===== src/verilog/ceo_pkg.sv =====
/*
 * Shared constants for the emulated-op execution unit: operation codes,
 * flags_word bit positions, masks and reset values.
 * Assumes a single clock domain and a decoder that presents one op per cycle.
 */
package ceo_pkg;
	typedef enum logic [2:0] {
		CEO_OP_NONE,
		CEO_OP_SUB2,
		CEO_OP_ADD1,
		CEO_OP_ADD2,
		CEO_OP_INV,
		CEO_OP_IRQ_OFF,
		CEO_OP_IRQ_ON,
		CEO_OP_BR_CARRY
	} ceo_op_t;

	localparam int CEO_DATA_W = 16;
	localparam int CEO_PC_W = 20;
	localparam int CEO_OFS_W = 10;

	// flags_word bit positions
	localparam int CEO_BIT_C = 0;
	localparam int CEO_BIT_Z = 1;
	localparam int CEO_BIT_N = 2;
	localparam int CEO_BIT_GIE = 3;
	localparam int CEO_BIT_CPU_HALT = 4;
	localparam int CEO_BIT_OSC_HALT = 5;
	localparam int CEO_BIT_V = 8;

	localparam logic [15:0] CEO_IRQ_MASK = 16'h0008;
	localparam logic [15:0] CEO_IRQ_OFF_MASK = 16'hFFF7;
	localparam logic [15:0] CEO_FLAGS_RST = 16'h0000;
	localparam logic [15:0] CEO_DATA_RST = 16'h0000;
	localparam logic [19:0] CEO_PC_RST = 20'h00000;

	// Constants used by the arithmetic ops and the PC increment
	localparam logic [15:0] CEO_STEP_ONE = 16'h0001;
	localparam logic [15:0] CEO_STEP_TWO = 16'h0002;
	localparam logic [15:0] CEO_WORD_ONES = 16'hFFFF;
	localparam logic [15:0] CEO_BYTE_ONES = 16'h00FF;
	localparam logic [19:0] CEO_PC_STEP = 20'h00002;
endpackage : ceo_pkg


===== src/verilog/ceo_alu.sv =====
/*
 * Combinational arithmetic for the emulated single-operand ops.
 * Assumes the operand is already fetched; byte mode uses bits 7:0 only.
 */
`timescale 1ns/1ps
`default_nettype none
module ceo_alu (
	input wire ceo_pkg::ceo_op_t i_op,
	input wire logic i_byte,
	input wire logic [15:0] i_dst,
	output logic [15:0] o_res,
	output logic o_n,
	output logic o_z,
	output logic o_c,
	output logic o_v
);
	logic [16:0] sum;
	logic [15:0] mask;
	logic [15:0] a;
	logic [15:0] r;
	logic sa;
	logic sr;
	logic cy;

	always_comb begin
		mask = i_byte ? ceo_pkg::CEO_BYTE_ONES : ceo_pkg::CEO_WORD_ONES;
		a = i_dst & mask;
		sum = 17'h00000;
		cy = 1'b0;
		unique case (i_op)
			// [RULE1] subtract two
			ceo_pkg::CEO_OP_SUB2: begin
				sum = {1'b0, a} + {1'b0, ~ceo_pkg::CEO_STEP_TWO & mask} + 17'h00001;
			end
			// [RULE10] add one
			ceo_pkg::CEO_OP_ADD1: begin
				sum = {1'b0, a} + {1'b0, ceo_pkg::CEO_STEP_ONE};
			end
			// [RULE12] add two
			ceo_pkg::CEO_OP_ADD2: begin
				sum = {1'b0, a} + {1'b0, ceo_pkg::CEO_STEP_TWO};
			end
			// [RULE14] invert all bits
			ceo_pkg::CEO_OP_INV: begin
				sum = {1'b0, a ^ mask};
			end
			default: begin
				sum = {1'b0, a};
			end
		endcase
		r = sum[15:0] & mask;
		// Carry out sits at bit 8 for bytes, bit 16 for words
		// [RULE2] carry means no borrow
		cy = i_byte ? sum[8] : sum[16];
		// [RULE18] sign from width msb
		sa = i_byte ? a[7] : a[15];
		sr = i_byte ? r[7] : r[15];
		o_res = r;
		o_n = sr;
		o_z = (r == 16'h0000);
		o_c = cy;
		o_v = 1'b0;
		unique case (i_op)
			// [RULE3] overflow pos from neg
			ceo_pkg::CEO_OP_SUB2: o_v = sa & ~sr;
			// [RULE11] overflow at max
			// [RULE13] overflow near max
			ceo_pkg::CEO_OP_ADD1: o_v = ~sa & sr;
			ceo_pkg::CEO_OP_ADD2: o_v = ~sa & sr;
			// [RULE15] carry is not zero
			ceo_pkg::CEO_OP_INV: begin
				o_c = (r != 16'h0000);
				o_v = sa;
			end
			default: o_v = 1'b0;
		endcase
	end
endmodule : ceo_alu
`default_nettype wire


===== src/verilog/ceo_exec.sv =====
/*
 * Execution unit for subtract_two, add_one, add_two, bitwise_complement,
 * global_irq_off/on and branch_if_carry, holding flags_word and the PC.
 * Assumes a decoder issuing one op per cycle with a fetched destination,
 * and an interrupt controller that honours o_irq_hold.
 */
`timescale 1ns/1ps
`default_nettype none
// How it works
// [RULE1] subtract_two lowers destination by two
// [RULE2] subtract_two sets N, Z, C from result
// [RULE3] subtract_two overflow only at sign boundary
// [RULE4] global_irq_off clears only the enable bit
// [RULE5] Software waits one instruction after disable
// [RULE6] Software never disables right after enable
// [RULE7] global_irq_on sets only the enable bit
// [RULE8] Instruction after enable always runs first
// [RULE9] Software spaces flag clear before enable
// [RULE10] add_one sets Z and C on wrap
// [RULE11] add_one overflow at max positive value
// [RULE12] add_two Z and C on wrap
// [RULE13] add_two overflow near max positive value
// [RULE14] bitwise_complement inverts every destination bit
// [RULE15] Complement: C is not Z, V old sign
// [RULE16] Carry branch adds doubled offset to PC
// [RULE17] Branch keeps flags; ops keep mode bits
// [RULE18] N is msb at selected width
module ceo_exec (
	input wire logic i_mclk,
	input wire logic i_reset,
	input wire logic i_valid,
	input wire ceo_pkg::ceo_op_t i_op,
	input wire logic i_byte,
	input wire logic [15:0] i_dst,
	input wire logic [9:0] i_offset,
	output logic o_done,
	output logic [15:0] o_result,
	output logic o_result_we,
	output logic [15:0] o_flags_word,
	output logic [19:0] o_pc,
	output logic o_branch_taken,
	output logic o_irq_hold
);
	logic [15:0] alu_res;
	logic alu_n;
	logic alu_z;
	logic alu_c;
	logic alu_v;

	logic [15:0] flags_q, flags_d;
	logic [19:0] pc_q, pc_d;
	logic [15:0] result_q, result_d;
	logic result_we_q, result_we_d;
	logic done_q, done_d;
	logic taken_q, taken_d;
	logic hold_q, hold_d;
	logic [19:0] ofs_ext;
	logic arith;

	ceo_alu u_alu (
		.i_op(i_op),
		.i_byte(i_byte),
		.i_dst(i_dst),
		.o_res(alu_res),
		.o_n(alu_n),
		.o_z(alu_z),
		.o_c(alu_c),
		.o_v(alu_v)
	);

	always_comb begin
		flags_d = flags_q;
		pc_d = pc_q;
		result_d = result_q;
		result_we_d = 1'b0;
		done_d = 1'b0;
		taken_d = 1'b0;
		// [RULE8] hold cleared after next op
		hold_d = hold_q & ~i_valid;
		// Signed word offset doubled, then sign extended to PC width
		ofs_ext = {{(ceo_pkg::CEO_PC_W - ceo_pkg::CEO_OFS_W - 1){i_offset[9]}},
			i_offset, 1'b0};
		arith = (i_op == ceo_pkg::CEO_OP_SUB2) || (i_op == ceo_pkg::CEO_OP_ADD1)
			|| (i_op == ceo_pkg::CEO_OP_ADD2) || (i_op == ceo_pkg::CEO_OP_INV);
		if (i_valid) begin
			done_d = 1'b1;
			pc_d = pc_q + ceo_pkg::CEO_PC_STEP;
			if (arith) begin
				// [RULE1] write back result
				result_d = alu_res;
				result_we_d = 1'b1;
				// [RULE17] mode bits untouched
				flags_d[ceo_pkg::CEO_BIT_N] = alu_n;
				flags_d[ceo_pkg::CEO_BIT_Z] = alu_z;
				flags_d[ceo_pkg::CEO_BIT_C] = alu_c;
				flags_d[ceo_pkg::CEO_BIT_V] = alu_v;
			end
			unique case (i_op)
				// [RULE4] clear enable only
				ceo_pkg::CEO_OP_IRQ_OFF: begin
					flags_d = flags_q & ceo_pkg::CEO_IRQ_OFF_MASK;
				end
				// [RULE7] set enable only
				ceo_pkg::CEO_OP_IRQ_ON: begin
					flags_d = flags_q | ceo_pkg::CEO_IRQ_MASK;
					// [RULE8] shield next op
					hold_d = 1'b1;
				end
				// [RULE16] carry branch target
				ceo_pkg::CEO_OP_BR_CARRY: begin
					if (flags_q[ceo_pkg::CEO_BIT_C]) begin
						pc_d = pc_q + ofs_ext;
						taken_d = 1'b1;
					end
				end
				default: begin
				end
			endcase
		end
	end

	always_ff @(posedge i_mclk) begin
		if (i_reset) begin
			flags_q <= ceo_pkg::CEO_FLAGS_RST;
			pc_q <= ceo_pkg::CEO_PC_RST;
			result_q <= ceo_pkg::CEO_DATA_RST;
			result_we_q <= 1'b0;
			done_q <= 1'b0;
			taken_q <= 1'b0;
			hold_q <= 1'b0;
		end else begin
			flags_q <= flags_d;
			pc_q <= pc_d;
			result_q <= result_d;
			result_we_q <= result_we_d;
			done_q <= done_d;
			taken_q <= taken_d;
			hold_q <= hold_d;
		end
	end

	assign o_flags_word = flags_q;
	assign o_pc = pc_q;
	assign o_result = result_q;
	assign o_result_we = result_we_q;
	assign o_done = done_q;
	assign o_branch_taken = taken_q;
	assign o_irq_hold = hold_q;
endmodule : ceo_exec
`default_nettype wire


===== config.mk =====
export PLATFORM = sky130hd
export DESIGN_NAME = ceo_exec
export DESIGN_NICKNAME = d
export VERILOG_FILES = /design/src/verilog/ceo_pkg.sv /design/src/verilog/ceo_alu.sv /design/src/verilog/ceo_exec.sv
export SDC_FILE = /design/constraint.sdc
export NUM_CORES = 1
export LEC_CHECK = 0
export BUFFER_PORTS_ARGS = -buffer_cell sky130_fd_sc_hd__buf_2
export CAP_MARGIN = 20
export CORE_ASPECT_RATIO = 1.2
export CORE_MARGIN = 2
export CORE_UTILIZATION = 25
export CTS_CLUSTER_DIAMETER = 150
export DETAILED_ROUTE_END_ITERATION = 12
export GPL_TIMING_DRIVEN = 0
export PLACE_DENSITY = 0.45
export SLEW_MARGIN = 20
export SYNTH_ARGS = -nofsm -noshare
export SYNTH_HDL_FRONTEND = slang
export SYNTH_SLANG_ARGS = --single-unit

===== constraint.sdc =====
create_clock -name i_mclk -period 3.3 [get_ports i_mclk]
set_input_delay 0.99 -clock i_mclk [delete_from_list [all_inputs] [get_ports i_mclk]]
set_output_delay 0.99 -clock i_mclk [all_outputs]
set_load 0.05 [all_outputs]

==> results of run 1 <==
through the flow:
step,instance area [µm²],power [µW]
floorplan,4290,945
global placement,4910,1090
finish,5510,1680
global route,5510,1760
CTS,5360,1660
detailed placement,4910,1090
tightest hold or removal path: cells and delay by family, from the launching register on:
kind / cells / cell delay [ns]
AND/OR/NAND/NOR: 1 / 0.05
AO/OA/AOI/OAI: 1 / 0.05
flip-flops: 1 / 0.31
placed cells by master, fill, tap and decap left out, types with 5 or more instances in the layout:
cell type	instances
nand3_1	22
nand4_1	9
dfxtp_1	44
a2111oi_0	5
ha_1	19
nand2b_1	6
o211ai_1	6
and3_1	12
xor2_1	10
clkbuf_16	5
mux2i_1	5
a21o_1	6
buf_4	45
nor2b_1	5
o21bai_1	5
o21ai_0	43
xnor2_1	10
a21oi_1	55
nor2_1	58
inv_1	20
nor3_1	23
clkbuf_1	14
buf_6	5
a211oi_1	8
conb_1	12
o21a_1	5
buf_2	71
nand2_1	56
registers in the layout, indices dropped and copies added (netlist names), named ones only:
register        count
o_branch_taken      1
o_pc               19
o_result           16
o_flags_word        5
o_result_we         1
o_done              1
where the power goes:
part           internal, µW  switching, µW  leakage, µW
clock                   302            233    0.0000691
combinational           199            369      0.00190
sequential              553           22.4     0.000358
per-layer routing:
metal  track usage, %  vias to the layer above  routed length (µm)
li1                 -                     2385                   -
met1             21.8                     2321                6660
met3             2.29                       24                 854
met4             6.67                        0                 410
met5                0                        -                   0
met2             31.9                      185                8270
logic make-up (layout without fill, tap and decap cells):
kind of cell,after synthesis,in the layout,share of synthesized area (%)
AOI/OAI and AO/OA,191,191,29.2
xor gates and xnor gates,22,22,4.54
adders and majority gates,23,23,6.96
buffers and inverters,65,173,8.49
DFF,44,44,20.8
muxes,9,9,2.30
other,1,12,0.0884
and+or+nand+nor,232,232,27.7
what timing repair did:
item,in CTS,in global routing
resized for setup,26,25
setup buffers,23,8
pin swaps,15,15
endpoints found under the setup margin,5,5
hold endpoints to repair,0,0
worst min path at each step:
stage | end | slack, ns | depth (start not counted)
after floorplan | o_flags_word[1] | 0.68 | 2
after global routing | o_flags_word[1] | 0.48 | 2
after global placement | o_flags_word[1] | 0.45 | 2
after CTS | o_flags_word[1] | 0.46 | 2
after detailed placement | o_flags_word[1] | 0.45 | 2
final | o_flags_word[1] | 0.46 | 2
cell type report:
cell class	count	area (µm²)
Tap cell	216	270
Sequential cell	44	881
Fill cell	1821	11200
Multi-Input combinational cell	489	3220
Timing Repair Buffer	100	609
Clock inverter	2	15.0
Inverter	21	78.8
Buffer	44	294
Clock buffer	6	139
==> results.md, run 1 <==
- Most frequent cells after synthesis: nor2_1, a21oi_1, nand2_1
- CP cell instances: buf_2 > clkbuf_4 > nor4_2 > and2_2 > a211oi_2 > mux2_2 > nor4_4 > nand3_1 > or4_4 > o21a_1
- Per-cell routed wire length: 17.6 µm
- Drt first pass iters: 5
- Initial DRC Count: 308
- R2r worst-path depth: 11
- Layout area overhead: 29.8%
- Critical path type: input port to register
- Antenna diodes: 0
- Mapped Cells: 587
- Post-synth top area share: 20.8%
- Fin. Hold Viols: 0
- Max-cap violations: 0
- Setup TNS: -0.0425 ns
- Total Wirelength: 16,200 µm
- CP max-delay cell: or4_4
- CP Capture Point: o_flags_word[0]
- Post-synth EDFFs: 0
- CP Depth: 10
- Worst slack, placed: -0.569 ns
- Cell Area, Synth: 4240 µm²
- Final period util: 101%
- First-pass GRT wire length: 25,700 µm
- Pwr dens: 305 nW/µm²
- Die Wd: 123 µm
- I/O Buffers: 71
- Buf/Inv on CP: 2
- Die area: 18,000 µm²
- Worst setup margin: -0.0425 ns
- Largest net degree at the start of global routing: 15
- H-tree depth: 2
- R2R setup slack: 0.46 ns
- RSZ-0062 raised after global routing: true
- Hpwl dp: 12,300 µm
- Critical Path Max Stage Delay: 0.57 ns
- GRT Overall Usage: 18.0%
- Outcome: finished with violations
- CTS Hold Buffers Added: 0
- Number of synthesized register bits: 44
- Syn Area/Cell: 7.23 µm²
- Clock-pin slew on the worst setup and hold paths: 0.07 ns
- Rel. slew slack: 55.3%
- Synth area leaders: dfxtp_1, a21oi_1, ha_1
- Clock Tree Buf Depth: 2
- Fmax: 299 MHz
- Netlist cell types: 74
- Ys Warns: 0
- IO Count: 89
- Worst min-delay path startpoint: o_flags_word[1]
- DR DRC count: 0
- Number of global-route vias before repair: 4,765
- Worst Setup SP: i_dst[4]
- Nets@finish: 761
- Global route overflow: 0
- Post-layout util: 32.9%
- CP Launch Type: input port
- RePlAce Congestion: 0.867
- Register area share after synthesis: 20.8%
- Vias: 4,915
- Failing checks: setup timing
- Clock Skews: 0.00358 ns
- Final Max Slew Viols: 0
- CP Max Fanout: 10
- Worst Hold Slack: 0.455 ns
- CTS tree: built
- CP Capture Type: register
- DP Cell Count: 885
- Leak pwr: 0.00232 µW
- Non-Filler Instances: 922
- Initial Utilization: 25.4%
- Commonest register cell after synthesis: dfxtp_1
- Worst min-delay path class: register to register
- Reg-to-Reg Start: o_pc[1]
- Initial antenna violation count: 0
- Root Driver: clkbuf_16
- Crit path max-delay family: simple AND/OR/NAND/NOR gates
- Chip height: 147 µm
- Top-count cell post-synth: nor2_1
- Vias per cell: 5.33
- Async S/R FF share, synth: 0%
- Final setup fails: 1
- Antenna viol nets, final: 0
- Maximum VDD drop: 0.000166 V
- Worst Path Required: 3.49 ns
- Fin crit period: 3.34 ns
- Num CTS Buffers: 5
- Yosys top cell by area: dfxtp_1
- CP Data Arrival Time: 3.54 ns
- Row cnt: 52
- Worst skew pair latency: 0.30 ns
- R2r endpoint: o_pc[19]
- Clk sinks: 44
- Area of the core: 16,700 µm²
- Worst slew pin tran: 0.664 ns
- Layout cell share with drive strength beyond 1: 25.4%
(Power assumes the default switching activity.)
==> run 2, diff against run 1 <==
- PLACE_DENSITY: 0.45 -> 0.44
- clock period: 3.3 -> 3.2 ns (I/O delays scaled with it)
==> run 2 against run 1 <==
Net effect:
- the run now ends clean
- clock skew is 0.0067 ns higher
- routed wire length is 0.88% lower
- register-to-register slack worse by 0.10 ns
- critical path type unchanged
- highest routed layer unchanged
==> results.md, run 2 (synthesized netlist as in run 1, its figures left out) <==
- I/O Buffers: 71
- Sw frac: 34.1%
- Sequential power share: 32.1%
- Drt first pass iters: 7
- Global route overflow: 0
- RePlAce Congestion: 0.855
- CP Data Arrival Time: 3.38 ns
- CP Launch Type: input port
- Rel. slew slack: 58.3%
- Worst Path Required: 3.38 ns
- Root Driver: clkbuf_16
- Vias per cell: 5.34
- Leading cell type in the layout, fill and taps excluded: buf_2
- Total Wirelength: 16,100 µm
- Chip height: 147 µm
- Num CTS Buffers: 5
- Row cnt: 52
- Hpwl dp: 12,200 µm
- Int Power: 1220 µW
- Critical path type: input port to register
- CTS tree: built
- Multi-input gate area: 3320 µm²
- Outcome: complete, no violations
- Initial Utilization: 25.4%
- Number of global-route vias before repair: 4,735
- Setup TNS: 0 ns
- Maximum VDD drop: 0.000174 V
- CTS Hold Buffers Added: 0
- Sequential cell area: 881 µm²
- Layout cell share with drive strength beyond 1: 26.8%
- Worst skew pair latency: 0.29 ns
- Antenna diodes: 0
- Non-Filler Instances: 915
- CP Capture Type: register
- Fin. Hold Viols: 0
- Die Wd: 123 µm
- Area of the core: 16,700 µm²
- Final Max Slew Viols: 0
- Final setup fails: 0
- DR DRC count: 0
- Worst setup margin: 0.00160 ns
- Clock-pin slew on the worst setup and hold paths: 0.06 ns
- Clk sinks: 44
- Most frequent cells in the layout: buf_2, nor2_1, nand2_1
- Worst min-delay path class: register to register
- GRT Overall Usage: 17.6%
- IO Count: 89
- Worst slew pin tran: 0.625 ns
- DP Cell Count: 885
- Fmax: 313 MHz
- Max-cap violations: 0
- Initial antenna violation count: 0
- Clock Skews: 0.0103 ns
- Layout area overhead: 32.1%
- Psw: 631 µW
- Nets@finish: 755
- Die area: 18,000 µm²
- Combinational Power Share: 31.8%
- RSZ-0062 raised after global routing: true
- Antenna viol nets, final: 0
- Leak pwr: 0.00235 µW
- Worst slack, placed: -0.584 ns
- Clock network power share: 36.1%
- Clock Tree Buf Depth: 2
- Final period util: 99.9%
- First-pass GRT wire length: 25,200 µm
- Fin crit period: 3.20 ns
- Pwr dens: 330 nW/µm²
- Vias: 4,886
- Largest net degree at the start of global routing: 15
- # fillers: 1,832
- Max reg flops: 19
- CP Max Fanout: 8
- H-tree depth: 2
- Initial DRC Count: 279
- Per-cell routed wire length: 17.5 µm
run 2: path summary, 6_finish.rpt:
kind / startpoint / endpoint / slack, ns / depth (start not counted)
worst max register to register: o_pc[1] / o_pc[19] / 0.36 / 11
worst max-delay path: i_dst[2] / o_flags_word[0] / 0.002 / 11
worst min-delay path: o_flags_word[1] / o_flags_word[1] / 0.46 / 2
worst min register to register: o_flags_word[1] / o_flags_word[1] / 0.46 / 2
run 2: repair_timing:
item | in CTS | in global routing
setup endpoints to repair | 6 | 5
gates resized for setup | 40 | 32
buffers inserted | 19 | 4
pin swaps | 17 | 13
run 2: power by group through the flow:
stage	clock [µW]	sequential [µW]	combinational, µW
after detailed placement	0	607	524
after CTS	676	594	567
final	669	594	589
after floorplan	0	676	301
after global routing	701	597	635
after global placement	0	606	523
run 2: critical path, cell delays in order:
cell and delay (ns):
buf_12 0.12, inv_2 0.06, ha_4 0.14, nor4b_4 0.32, a31oi_2 0.15, o211ai_1 0.28, xnor2_1 0.19, a21oi_1 0.09
or3_1 0.31, or4_4 0.57, o21a_1 0.19
run 2: metal layers:
| metal | vias up | GRT usage, % | wire length, µm |
|---|---|---|---|
| met4 | 0 | 6.09 | 308 |
| met5 | - | 0 | 0 |
| met2 | 155 | 31.0 | 8250 |
| met1 | 2322 | 21.9 | 6790 |
| met3 | 27 | 1.94 | 704 |
| li1 | 2382 | - | - |
run 2: cell type report:
| cell class | count | share of cell area (%) |
|---|---|---|
| sequential | 44 | 15.7 |
| tap | 216 | 4.82 |
| inverter | 21 | 1.45 |
| multi-input combinational | 489 | 59.2 |
| clock buffer | 5 | 2.23 |
| clock inverter | 2 | 1.07 |
| timing repair buffer | 94 | 10.2 |
| buffer | 44 | 5.33 |
run 2: metrics by stage:
step	power (µW)	hold WS, ns	util, %	area [µm²]
after floorplan	976	0.675	-	4310
after global placement	1130	0.447	29.5	4930
after detailed placement	1130	0.447	29.5	4930
after CTS	1840	0.456	32.6	5450
after global routing	1930	0.486	33.5	5610
final	1850	0.458	33.5	5610
